==> config.mk <==
export PLATFORM = sky130hd
export DESIGN_NAME = efts_event_block
export DESIGN_NICKNAME = d
export VERILOG_FILES = /design/src/hw/efts_pkg.sv /design/src/hw/efts_wide_mem.sv /design/src/hw/efts_event_block.sv
export VERILOG_INCLUDE_DIRS = /design/src /design/src/hw
export SDC_FILE = /design/constraint.sdc
export NUM_CORES = 1
export LEC_CHECK = 0
export ABC_AREA = 1
export BUFFER_PORTS_ARGS = -buffer_cell sky130_fd_sc_hd__buf_2
export CAP_MARGIN = 40
export CORE_ASPECT_RATIO = 1.75
export CORE_MARGIN = 8
export CORE_UTILIZATION = 33
export CTS_CLUSTER_SIZE = 16
export DETAILED_ROUTE_END_ITERATION = 10
export HOLD_SLACK_MARGIN = 0.05
export PLACE_DENSITY = 0.5
export SLEW_MARGIN = 20
export SYNTH_ARGS = -nofsm -noshare
export SYNTH_HDL_FRONTEND = slang
export SYNTH_SLANG_ARGS = --single-unit
==> constraint.sdc <==
create_clock -name mclk -period 2.07 [get_ports mclk]
set_input_delay 0.3105 -clock mclk [delete_from_list [all_inputs] [get_ports mclk]]
set_output_delay 0.3105 -clock mclk [all_outputs]
set_load 0.03 [all_outputs]
==> src/hw/efts_defs.svh <==
// Purpose: constants of the event flag, tick and core clock block
// Assumes: byte-wide register port, 10 MHz mclk
// Notes: multi-byte registers are big-endian, lowest address holds the top byte
//
// Overview of operation
// - interrupt enable low keeps irq pin high
// - interrupt enable high: pending event drives pin low
// - clock select bit, writable only when unlocked
// - 16-bit tick counter counts every 100 us
// - any write to tick clear zeroes counter
// - magic packet sets global flag bit 7
// - ipv6 unreachable sets bit 4, stores port, stores address unless a prefix latches in the same cycle
// - ipv4 address conflict sets global bit 2
// - ipv4 unreachable sets bit 1, stores address, port
// - pppoe termination sets global flag bit 0
// - summary bit n is socket n flags nonzero
// - socketless command timeout sets bit 7
// - arp reply after request sets bit 6
// - ipv4 echo reply after ping sets bit 5
// - ipv6 neighbor reply after resolve sets bit 4
// - ipv6 echo reply after ping sets bit 3
// - advertisement after duplicate check sets bit 2
// - advertisement after solicitation sets bit 1
// - unsolicited gateway advertisement sets bit 0
// - advertisement flag bit 1 or 0 set latches prefix registers, bit 2 does not
// - prefix valid only with option order 1, 3
// - writing one clears global flag, zero keeps
// - writing one clears socketless flag
// - mask bit one lets global flag interrupt
`ifndef EFTS_DEFS_SVH
`define EFTS_DEFS_SVH

// ----------------------------------------
// register offsets
// ----------------------------------------
`define EFTS_SYSCFG1_ADDR 16'h2005
`define EFTS_TICK_ADDR 16'h2016
`define EFTS_TICK_CLR_ADDR 16'h2020
`define EFTS_GFLAG_ADDR 16'h2100
`define EFTS_SUMMARY_ADDR 16'h2101
`define EFTS_SLFLAG_ADDR 16'h2102
`define EFTS_GMASK_ADDR 16'h2104
`define EFTS_GCLR_ADDR 16'h2108
`define EFTS_SMASK_ADDR 16'h2114
`define EFTS_SLMASK_ADDR 16'h2124
`define EFTS_SLCLR_ADDR 16'h2128
`define EFTS_IPV6_PORT_UNREACHABLE_FLAG_ADDR_BASE 16'h2030
`define EFTS_IPV6_PORT_UNREACHABLE_FLAG_PORT_BASE 16'h2040
`define EFTS_IPV4_PORT_UNREACHABLE_FLAG_ADDR_BASE 16'h2044
`define EFTS_IPV4_PORT_UNREACHABLE_FLAG_PORT_BASE 16'h2048
`define EFTS_PLEN_ADDR 16'h2050
`define EFTS_PFLAG_ADDR 16'h2051
`define EFTS_PVALID_ADDR 16'h2052
`define EFTS_VLIFE_BASE 16'h2054
`define EFTS_PLIFE_BASE 16'h2058
`define EFTS_PADDR_BASE 16'h2060
`define EFTS_MASK16 16'hfff0
`define EFTS_MASK4 16'hfffc
`define EFTS_MASK2 16'hfffe

// ----------------------------------------
// fields and reset values
// ----------------------------------------
`define EFTS_IEN_BIT 7
`define EFTS_CORE_CLOCK_SELECT_BIT 0
`define EFTS_SYSCFG1_RST 8'h80
`define EFTS_GFLAG_USED 8'h97
`define EFTS_GF_WOL 7
`define EFTS_GF_IPV6_PORT_UNREACHABLE_FLAG 4
`define EFTS_GF_IPV4_CONFLICT_FLAG 2
`define EFTS_GF_IPV4_PORT_UNREACHABLE_FLAG 1
`define EFTS_GF_PPPOE_TERMINATED_FLAG 0
`define EFTS_SL_RS 1
`define EFTS_SL_RA 0
`define EFTS_ZERO8 8'h00
`define EFTS_ZERO16 16'h0000
`define EFTS_MEM_PADDR 1'b0
`define EFTS_MEM_IPV6_PORT_UNREACHABLE_FLAG 1'b1

// ----------------------------------------
// timing
// ----------------------------------------
`define EFTS_CLK_PERIOD_NS 100
`define EFTS_TICK_PERIOD_US 100
`define EFTS_TICK_CYCLES ((`EFTS_TICK_PERIOD_US * 1000) / `EFTS_CLK_PERIOD_NS)
`define EFTS_PRE_W 10

`endif

==> src/hw/efts_pkg.sv <==
// Purpose: shared types of the event flag, tick and core clock block
// Assumes: nothing beyond the defs header
// Notes: constants live in efts_defs.svh
package efts_pkg;
  typedef logic [7:0] efts_byte_t;
  typedef logic [15:0] efts_addr_t;
  typedef logic [127:0] efts_wide_t;
endpackage

==> src/hw/efts_wide_mem.sv <==
// Purpose: two-entry store for the 128-bit latched addresses
// Assumes: single clock, one write and one read port
// Notes: read data is registered, one cycle after raddr
`timescale 1ns/1ns
module efts_wide_mem
  import efts_pkg::*;
(
  input wire logic mclk,
  input wire logic resetn,
  input wire logic we,
  input wire logic waddr,
  input wire efts_wide_t wdata,
  input wire logic raddr,
  output efts_wide_t rdata_q
);
  efts_wide_t mem_q [2];

  // ----------------------------------------
  // storage
  // ----------------------------------------
  // entries clear at reset so unlatched values read as zero
  always_ff @(posedge mclk or negedge resetn) begin
    if (!resetn) begin
      mem_q[0] <= '0;
      mem_q[1] <= '0;
      rdata_q <= '0;
    end else begin
      if (we) begin
        mem_q[waddr] <= wdata;
      end
      rdata_q <= mem_q[raddr];
    end
  end
endmodule

==> src/hw/efts_event_block.sv <==
// Purpose: host-visible event flags, interrupt pin, tick counter, clock select
// Assumes: register strobes and event pulses come from logic on mclk
// Notes: host reads return two cycles after the read strobe
`timescale 1ns/1ns
`include "efts_defs.svh"
module efts_event_block
  import efts_pkg::*;
(
  input wire logic mclk,
  input wire logic resetn,
  input wire efts_addr_t host_addr,
  input wire logic host_wr,
  input wire logic host_rd,
  input wire efts_byte_t host_wdata,
  output efts_byte_t host_rdata,
  output logic host_rvalid,
  input wire logic chip_config_lock,
  input wire logic evt_wol,
  input wire logic evt_ipv6_unreach,
  input wire efts_wide_t unreach6_addr,
  input wire logic [15:0] unreach6_port,
  input wire logic evt_ipv4_conflict,
  input wire logic evt_ipv4_unreach,
  input wire logic [31:0] unreach4_addr,
  input wire logic [15:0] unreach4_port,
  input wire logic evt_pppoe_term,
  input wire logic [63:0] socket_n_flags,
  input wire efts_byte_t socketless_events,
  input wire efts_byte_t ra_prefix_length,
  input wire efts_byte_t ra_prefix_flags,
  input wire logic [31:0] ra_valid_lifetime,
  input wire logic [31:0] ra_preferred_lifetime,
  input wire efts_wide_t ra_prefix_address,
  input wire logic ra_options_ok,
  output logic irq_out_low,
  output logic core_clock_select
);
  localparam int TICK_CYCLES = `EFTS_TICK_CYCLES;
  localparam logic [`EFTS_PRE_W-1:0] PRE_LAST = `EFTS_PRE_W'(TICK_CYCLES - 1);
  localparam efts_byte_t CFG_RST = `EFTS_SYSCFG1_RST;

  // ----------------------------------------
  // write decode
  // ----------------------------------------
  wire wr_cfg = host_wr && (host_addr == `EFTS_SYSCFG1_ADDR);
  wire wr_tclr = host_wr && (host_addr == `EFTS_TICK_CLR_ADDR);
  wire wr_gmask = host_wr && (host_addr == `EFTS_GMASK_ADDR);
  wire wr_gclr = host_wr && (host_addr == `EFTS_GCLR_ADDR);
  wire wr_smask = host_wr && (host_addr == `EFTS_SMASK_ADDR);
  wire wr_slmask = host_wr && (host_addr == `EFTS_SLMASK_ADDR);
  wire wr_slclr = host_wr && (host_addr == `EFTS_SLCLR_ADDR);

  // ----------------------------------------
  // system config 1
  // ----------------------------------------
  logic ien_q;
  logic core_clock_select_q;
  // clock select holds while the chip configuration lock is set
  wire core_clock_select_d = (wr_cfg && !chip_config_lock) ? host_wdata[`EFTS_CORE_CLOCK_SELECT_BIT] : core_clock_select_q;
  always_ff @(posedge mclk or negedge resetn) begin
    if (!resetn) begin
      ien_q <= CFG_RST[`EFTS_IEN_BIT];
      core_clock_select_q <= CFG_RST[`EFTS_CORE_CLOCK_SELECT_BIT];
    end else begin
      if (wr_cfg) begin
        ien_q <= host_wdata[`EFTS_IEN_BIT];
      end
      core_clock_select_q <= core_clock_select_d;
    end
  end
  assign core_clock_select = core_clock_select_q;

  // ----------------------------------------
  // tick counter
  // ----------------------------------------
  logic [`EFTS_PRE_W-1:0] pre_q;
  logic [15:0] tick_q;
  wire tick_en = (pre_q == PRE_LAST);
  // a clear also restarts the prescaler so the first step is a full period
  always_ff @(posedge mclk or negedge resetn) begin
    if (!resetn) begin
      pre_q <= '0;
      tick_q <= `EFTS_ZERO16;
    end else if (wr_tclr) begin
      pre_q <= '0;
      tick_q <= `EFTS_ZERO16;
    end else begin
      pre_q <= tick_en ? '0 : pre_q + 1'b1;
      if (tick_en) begin
        tick_q <= tick_q + 16'h0001;
      end
    end
  end

  // ----------------------------------------
  // global event flags
  // ----------------------------------------
  efts_byte_t gflag_q;
  efts_byte_t gmask_q;
  efts_byte_t gset;
  assign gset[`EFTS_GF_WOL] = evt_wol;
  assign gset[6:5] = 2'b00;
  assign gset[`EFTS_GF_IPV6_PORT_UNREACHABLE_FLAG] = evt_ipv6_unreach;
  assign gset[3] = 1'b0;
  assign gset[`EFTS_GF_IPV4_CONFLICT_FLAG] = evt_ipv4_conflict;
  assign gset[`EFTS_GF_IPV4_PORT_UNREACHABLE_FLAG] = evt_ipv4_unreach;
  assign gset[`EFTS_GF_PPPOE_TERMINATED_FLAG] = evt_pppoe_term;
  // an event in the clearing cycle survives: set wins over clear
  wire [7:0] gclr_bits = wr_gclr ? host_wdata : `EFTS_ZERO8;
  wire [7:0] gflag_d = ((gflag_q & ~gclr_bits) | gset) & `EFTS_GFLAG_USED;
  always_ff @(posedge mclk or negedge resetn) begin
    if (!resetn) begin
      gflag_q <= `EFTS_ZERO8;
      gmask_q <= `EFTS_ZERO8;
    end else begin
      gflag_q <= gflag_d;
      if (wr_gmask) begin
        gmask_q <= host_wdata & `EFTS_GFLAG_USED;
      end
    end
  end

  // ----------------------------------------
  // socket summary
  // ----------------------------------------
  efts_byte_t summary;
  efts_byte_t summary_q;
  efts_byte_t smask_q;
  for (genvar n = 0; n < 8; n++) begin : g_sock
    assign summary[n] = |socket_n_flags[8*n +: 8];
  end
  always_ff @(posedge mclk or negedge resetn) begin
    if (!resetn) begin
      summary_q <= `EFTS_ZERO8;
      smask_q <= `EFTS_ZERO8;
    end else begin
      summary_q <= summary;
      if (wr_smask) begin
        smask_q <= host_wdata;
      end
    end
  end

  // ----------------------------------------
  // socketless event flags
  // ----------------------------------------
  // bit order: timeout, ipv4_resolve_done_flag, ipv4_echo_done_flag, ipv6_resolve_done_flag, ipv6_echo_done_flag, dad, rs, unsolicited ra
  efts_byte_t slflag_q;
  efts_byte_t slmask_q;
  wire [7:0] slclr_bits = wr_slclr ? host_wdata : `EFTS_ZERO8;
  wire [7:0] slflag_d = (slflag_q & ~slclr_bits) | socketless_events;
  always_ff @(posedge mclk or negedge resetn) begin
    if (!resetn) begin
      slflag_q <= `EFTS_ZERO8;
      slmask_q <= `EFTS_ZERO8;
    end else begin
      slflag_q <= slflag_d;
      if (wr_slmask) begin
        slmask_q <= host_wdata;
      end
    end
  end

  // ----------------------------------------
  // interrupt pin
  // ----------------------------------------
  // registered so the pin never glitches on decode
  wire any_pending = |(gflag_q & gmask_q) | |(summary_q & smask_q) | |(slflag_q & slmask_q);
  wire irq_d = !(ien_q && any_pending);
  always_ff @(posedge mclk or negedge resetn) begin
    if (!resetn) begin
      irq_out_low <= 1'b1;
    end else begin
      irq_out_low <= irq_d;
    end
  end

  // ----------------------------------------
  // latched unreachable and prefix values
  // ----------------------------------------
  logic [15:0] u6port_q;
  logic [31:0] u4addr_q;
  logic [15:0] u4port_q;
  efts_byte_t plen_q;
  efts_byte_t pflag_q;
  logic pvalid_q;
  logic [31:0] vlife_q;
  logic [31:0] plife_q;
  wire ra_take = socketless_events[`EFTS_SL_RS] || socketless_events[`EFTS_SL_RA];
  always_ff @(posedge mclk or negedge resetn) begin
    if (!resetn) begin
      u6port_q <= `EFTS_ZERO16;
      u4addr_q <= '0;
      u4port_q <= `EFTS_ZERO16;
      plen_q <= `EFTS_ZERO8;
      pflag_q <= `EFTS_ZERO8;
      pvalid_q <= 1'b0;
      vlife_q <= '0;
      plife_q <= '0;
    end else begin
      if (evt_ipv6_unreach) begin
        u6port_q <= unreach6_port;
      end
      if (evt_ipv4_unreach) begin
        u4addr_q <= unreach4_addr;
        u4port_q <= unreach4_port;
      end
      if (ra_take) begin
        plen_q <= ra_prefix_length;
        pflag_q <= ra_prefix_flags;
        vlife_q <= ra_valid_lifetime;
        plife_q <= ra_preferred_lifetime;
        pvalid_q <= ra_options_ok;
      end
    end
  end

  // ----------------------------------------
  // wide address store
  // ----------------------------------------
  // the prefix wins a same-cycle clash; the unreachable flag still sets
  wire mem_we = ra_take || evt_ipv6_unreach;
  wire mem_waddr = ra_take ? `EFTS_MEM_PADDR : `EFTS_MEM_IPV6_PORT_UNREACHABLE_FLAG;
  wire efts_wide_t mem_wdata = ra_take ? ra_prefix_address : unreach6_addr;
  wire hit_u6addr = (host_addr & `EFTS_MASK16) == `EFTS_IPV6_PORT_UNREACHABLE_FLAG_ADDR_BASE;
  wire mem_raddr = hit_u6addr ? `EFTS_MEM_IPV6_PORT_UNREACHABLE_FLAG : `EFTS_MEM_PADDR;
  efts_wide_t mem_rdata;
  efts_wide_mem u_mem (
    .mclk(mclk),
    .resetn(resetn),
    .we(mem_we),
    .waddr(mem_waddr),
    .wdata(mem_wdata),
    .raddr(mem_raddr),
    .rdata_q(mem_rdata)
  );

  // ----------------------------------------
  // read path
  // ----------------------------------------
  efts_addr_t raddr_q;
  logic rd_q;
  logic rvalid_q;
  efts_byte_t rdata_q;
  wire efts_addr_t a = raddr_q;
  wire r_mem = ((a & `EFTS_MASK16) == `EFTS_PADDR_BASE) || ((a & `EFTS_MASK16) == `EFTS_IPV6_PORT_UNREACHABLE_FLAG_ADDR_BASE);
  wire r_tick = (a & `EFTS_MASK2) == `EFTS_TICK_ADDR;
  wire r_u6p = (a & `EFTS_MASK2) == `EFTS_IPV6_PORT_UNREACHABLE_FLAG_PORT_BASE;
  wire r_u4a = (a & `EFTS_MASK4) == `EFTS_IPV4_PORT_UNREACHABLE_FLAG_ADDR_BASE;
  wire r_u4p = (a & `EFTS_MASK2) == `EFTS_IPV4_PORT_UNREACHABLE_FLAG_PORT_BASE;
  wire r_vl = (a & `EFTS_MASK4) == `EFTS_VLIFE_BASE;
  wire r_pl = (a & `EFTS_MASK4) == `EFTS_PLIFE_BASE;
  wire [6:0] sel16 = {~a[3:0], 3'b000};
  wire [4:0] sel4 = {~a[1:0], 3'b000};
  wire [3:0] sel2 = {~a[0], 3'b000};
  // reserved bits and unmapped addresses read zero; write-only regs read zero
  wire efts_byte_t rmux =
    (a == `EFTS_SYSCFG1_ADDR) ? {ien_q, 6'b000000, core_clock_select_q} :
    r_tick ? tick_q[sel2 +: 8] :
    (a == `EFTS_GFLAG_ADDR) ? gflag_q :
    (a == `EFTS_SUMMARY_ADDR) ? summary_q :
    (a == `EFTS_SLFLAG_ADDR) ? slflag_q :
    (a == `EFTS_GMASK_ADDR) ? gmask_q :
    (a == `EFTS_SMASK_ADDR) ? smask_q :
    (a == `EFTS_SLMASK_ADDR) ? slmask_q :
    r_mem ? mem_rdata[sel16 +: 8] :
    r_u6p ? u6port_q[sel2 +: 8] :
    r_u4a ? u4addr_q[sel4 +: 8] :
    r_u4p ? u4port_q[sel2 +: 8] :
    (a == `EFTS_PLEN_ADDR) ? plen_q :
    (a == `EFTS_PFLAG_ADDR) ? pflag_q :
    (a == `EFTS_PVALID_ADDR) ? {7'b0000000, pvalid_q} :
    r_vl ? vlife_q[sel4 +: 8] :
    r_pl ? plife_q[sel4 +: 8] :
    `EFTS_ZERO8;
  // stage one waits for the store, stage two picks the byte
  always_ff @(posedge mclk or negedge resetn) begin
    if (!resetn) begin
      raddr_q <= `EFTS_ZERO16;
      rd_q <= 1'b0;
      rvalid_q <= 1'b0;
      rdata_q <= `EFTS_ZERO8;
    end else begin
      rd_q <= host_rd;
      if (host_rd) begin
        raddr_q <= host_addr;
      end
      rvalid_q <= rd_q;
      if (rd_q) begin
        rdata_q <= rmux;
      end
    end
  end
  assign host_rdata = rdata_q;
  assign host_rvalid = rvalid_q;
endmodule

==> run_results.csv <==
group,metric,value,unit
outcome,status,"finished with violations",
outcome,violations,"negative setup slack",
global_route,antenna_found_initial,8,
die,die-area,0.09248,mm^2
global_route,gr-total-overflow,0,
pwr,seqPwrFrac,0.452,
synthesis,ys_types,52,
cts,numCtsBuffers,61,
cts,cts_sinks,626,
setup_path,crit_type,"reg2reg",
die,core,0.08191,mm^2
synthesis,synth_area,0.02728,mm^2
synthesis,synthMostInstantiatedCell,"nand2_1",
die,die_height,396.3,um
synthesis,yosys_warnings,0,
setup_path,startpoint_type,"flop",
placement,globalplace.congestion,0.9539,
sta,finalClockSkew,54.03,ps
cts,root_buffer,"clkbuf_16",
sta,hold_ws,152.9,ps
pwr,cellLeakagePower,0.02067,uW
flow_run,maxCapViolations,0,
setup_path,path_cells,"buf_12 -> buf_4 -> nor2_1 -> nor2_1 -> o21ai_1 -> nand3_1 -> nand2_1 -> nand4_1 -> nand2_2 -> nand4_1 -> nor2_1 -> nand4_1 -> nor2_1 -> nand4_1 -> nand2_1 -> nand2_1",
pwr,combPwrFrac,0.159,
route,wirelength,113200,um
sta,fmax,421.8,MHz
cts,clk_path_buf_depth,3,
die,die_w,233.3,um
route,num_vias,26180,
synthesis,synth.ff_latch_count,626,
setup_path,critPathRequiredTime,2590,ps
sta,tightestPinTransition,627.9,ps
hold_path,hold_class,"in2reg",
synthesis,synth_ff_type,"dfrtp_1",
finish,seqCellArea,0.01567,mm^2
die,rows,139,
synthesis,netlist_instances,3231,
finish,syn_to_final_growth,49.13,%
setup_path,cp_max_fo,25,
finish,drive_above_1_share,0.2470,
placement,post-dp-hpwl,84170,um
synthesis,synth_area_leader_cell,"dfrtp_1",
cts,cts_tree,"built",
setup_path,critPathSlowestCell,"dfrtp_4",
finish,finalNonFillerCells,5539,
setup_path,cp_top_family,"simple AND/OR/NAND/NOR gates",
synthesis,synth_common_cells,"nand2_1 (1,118), dfrtp_1 (624), inv_1 (288)",
placement,numPortBuffers,517,
die,start_util,0.3330,
setup_path,cp.arrival,2890,ps
synthesis,synth_edf_count,0,
cts,worstSkewPairLatency,680,ps
route,dr.first_iter.drc_count,1767,
sta,finalSetupViolCount,8,
synthesis,netlist.area_leader.share,0.5724,
route,vias_per_cell,4.727,
finish,nets,4934,
sta,min_period,2371,ps
die,ioPinCount,518,
pwr,cell_internal_pwr,22470,uW
pwr,switchingPower,8412,uW
sta,layout_setup_ws,-300.9,ps
synthesis,ys_async_sr_fraction,1.000,
setup_path,cp_num_buf_inv,2,
cts,h-tree-depth,2,
placement,dp.cells,4920,
global_route,grt_max_degree,100,
synthesis,postSynthAreaPerCell,8.443,um^2
global_route,grt_pass1_wl,170000,um
global_route,grt_pass1_vias,28230,
cts,clkSlewWorstSetupHoldPaths,70,ps
pwr,ir_worst_vdd,0.7371,mV
pwr,swShare,0.2724,
route,remaining_drc_errors,0,
sta,relSlewSlack,0.5814,
sta,hold_violations,0,
sta,rsz0062_at_grt,"true",
synthesis,seq_area_frac_synth,0.5744,
sta,slew_viol_final,0,
pwr,powerDensity,759.1,mW/mm^2
finish,nFillCells,7725,
pwr,clkPwrFrac,0.389,
synthesis,yosys-top-cells-area,"dfrtp_1 (57%), nand2_1 (15%), o21ai_0 (5.2%)",
route,antenna_left,0,
route,drt-pass1-iter-count,5,
global_route,track_usage,0.2408,
route,wire_per_inst,20.43,um
setup_path,max_stage_delay,570,ps
sta,post-route-period-util,1.145,
finish,multi_input_area,0.01021,mm^2
setup_path,end_kind,"flop",
synthesis,synth_fp_nets,3740,
-- tightest hold or removal path: cells and delay by family --
family	cells	cell delay [ps]
AND/OR/NAND/NOR	1	80
buffers and inverters	2	290
AO/OA/AOI/OAI	1	60
-- path summary, 6_finish.rpt --
path	start	to	slack [ps]	depth (start not counted)
min reg2reg	pre_q[0]	pre_q[0]	460	1
max in group asynchronous	resetn	u_mem.mem_q[243]	1010	3
min in group asynchronous	resetn	u_mem.rdata_q[34]	170	2
max reg2reg	a[0]	host_rdata[0]	-300	16
min	evt_ipv4_unreach	u4port_q[8]	150	4
max	a[0]	host_rdata[0]	-300	16
-- placed cells by master, fill, tap and decap left out, types with 13 or more instances in the layout --
cell / synthesis / final
buf_6: 3 / 14
o221ai_1: 26 / 13
o21ai_0: 281 / 264
mux2_2: 38 / 38
buf_2: 26 / 516
nand3_1: 69 / 59
dlygate4sd3_1: 0 / 469
inv_1: 288 / 285
nor2_1: 241 / 223
nor2_2: 8 / 22
inv_2: 12 / 13
nor4_1: 22 / 19
dfrtp_1: 624 / 622
a21oi_1: 180 / 177
buf_4: 6 / 250
nand2_1: 1118 / 1099
buf_12: 0 / 34
nand4_1: 23 / 23
nand2_2: 8 / 19
clkinv_2: 1 / 20
o21ai_1: 6 / 20
nor3_1: 32 / 29
clkbuf_16: 0 / 63
-- repair_timing --
item	4_1_cts	5_1_grt
pin swaps	19	37
setup endpoints to repair	8	21
cloned	2	2
hold buffers	469	0
endpoints found under the hold margin	979	0
buffers inserted	13	14
resized for setup	52	86
-- sequential cells by signal, indices dropped and copies added, names as in the netlist, 32 cells and up --
register       cells
u_mem.mem_q      256
vlife_q           32
u_mem.rdata_q    128
u4addr_q          32
plife_q           32
-- final cells by class --
cell class                      instances  share of cell area
Multi-Input combinational cell       2143              0.2510
Antenna cell                            5           0.0003076
Clock buffer                           77             0.04146
Inverter                              304             0.02857
Clock inverter                         38             0.01172
Sequential cell                       626              0.3853
Timing Repair Buffer                 1289              0.2492
Tap cell                             1057             0.03251
-- metal layers --
layer / vias to the layer above / routed length (um) / GRT usage
met4: 4 / 6173 / 0.1171
met1: 12450 / 43510 / 0.2768
met3: 257 / 5506 / 0.03362
met2: 817 / 57970 / 0.4320
li1: 12660 / - / -
met5: - / 20 / 0
-- metrics by stage --
stage	setup TNS, ps	util	worst slack, ps	instance area, um^2	total power, uW
final	-1796	0.4966	-300.9	40680	30880
after floorplan	0	-	162.5	27280	15730
after global placement	-3515	0.4027	-507.9	32990	18130
after CTS	-2022	0.4911	-316.1	40230	31150
after global routing	-3045	0.4965	-422.1	40670	32290
after detailed placement	-3484	0.4027	-510.7	32990	18160
-- power groups by stage --
stage | Sequential, uW | Clock (uW) | Combinational (uW)
3_5_place_dp | 14200 | 0 | 3990
4_1_cts | 14000 | 12400 | 4840
3_3_place_gp | 14200 | 0 | 3960
5_1_grt | 14100 | 12800 | 5440
6_report | 14000 | 12000 | 4910
2_1_floorplan | 13900 | 0 | 1850
-- cells by family after synthesis --
logic type,Yosys count,share of synthesized area
AND/OR/NAND/NOR,1550,0.2309
flip-flops,626,0.5744
AO/OA/AOI/OAI,551,0.1110
buffers and inverters,462,0.06655
multiplexers,38,0.01569
XOR/XNOR,2,0.0006423
adder cells (fa/ha/maj),2,0.0009172
No activity file was read; power rests on OpenSTA's default activity.
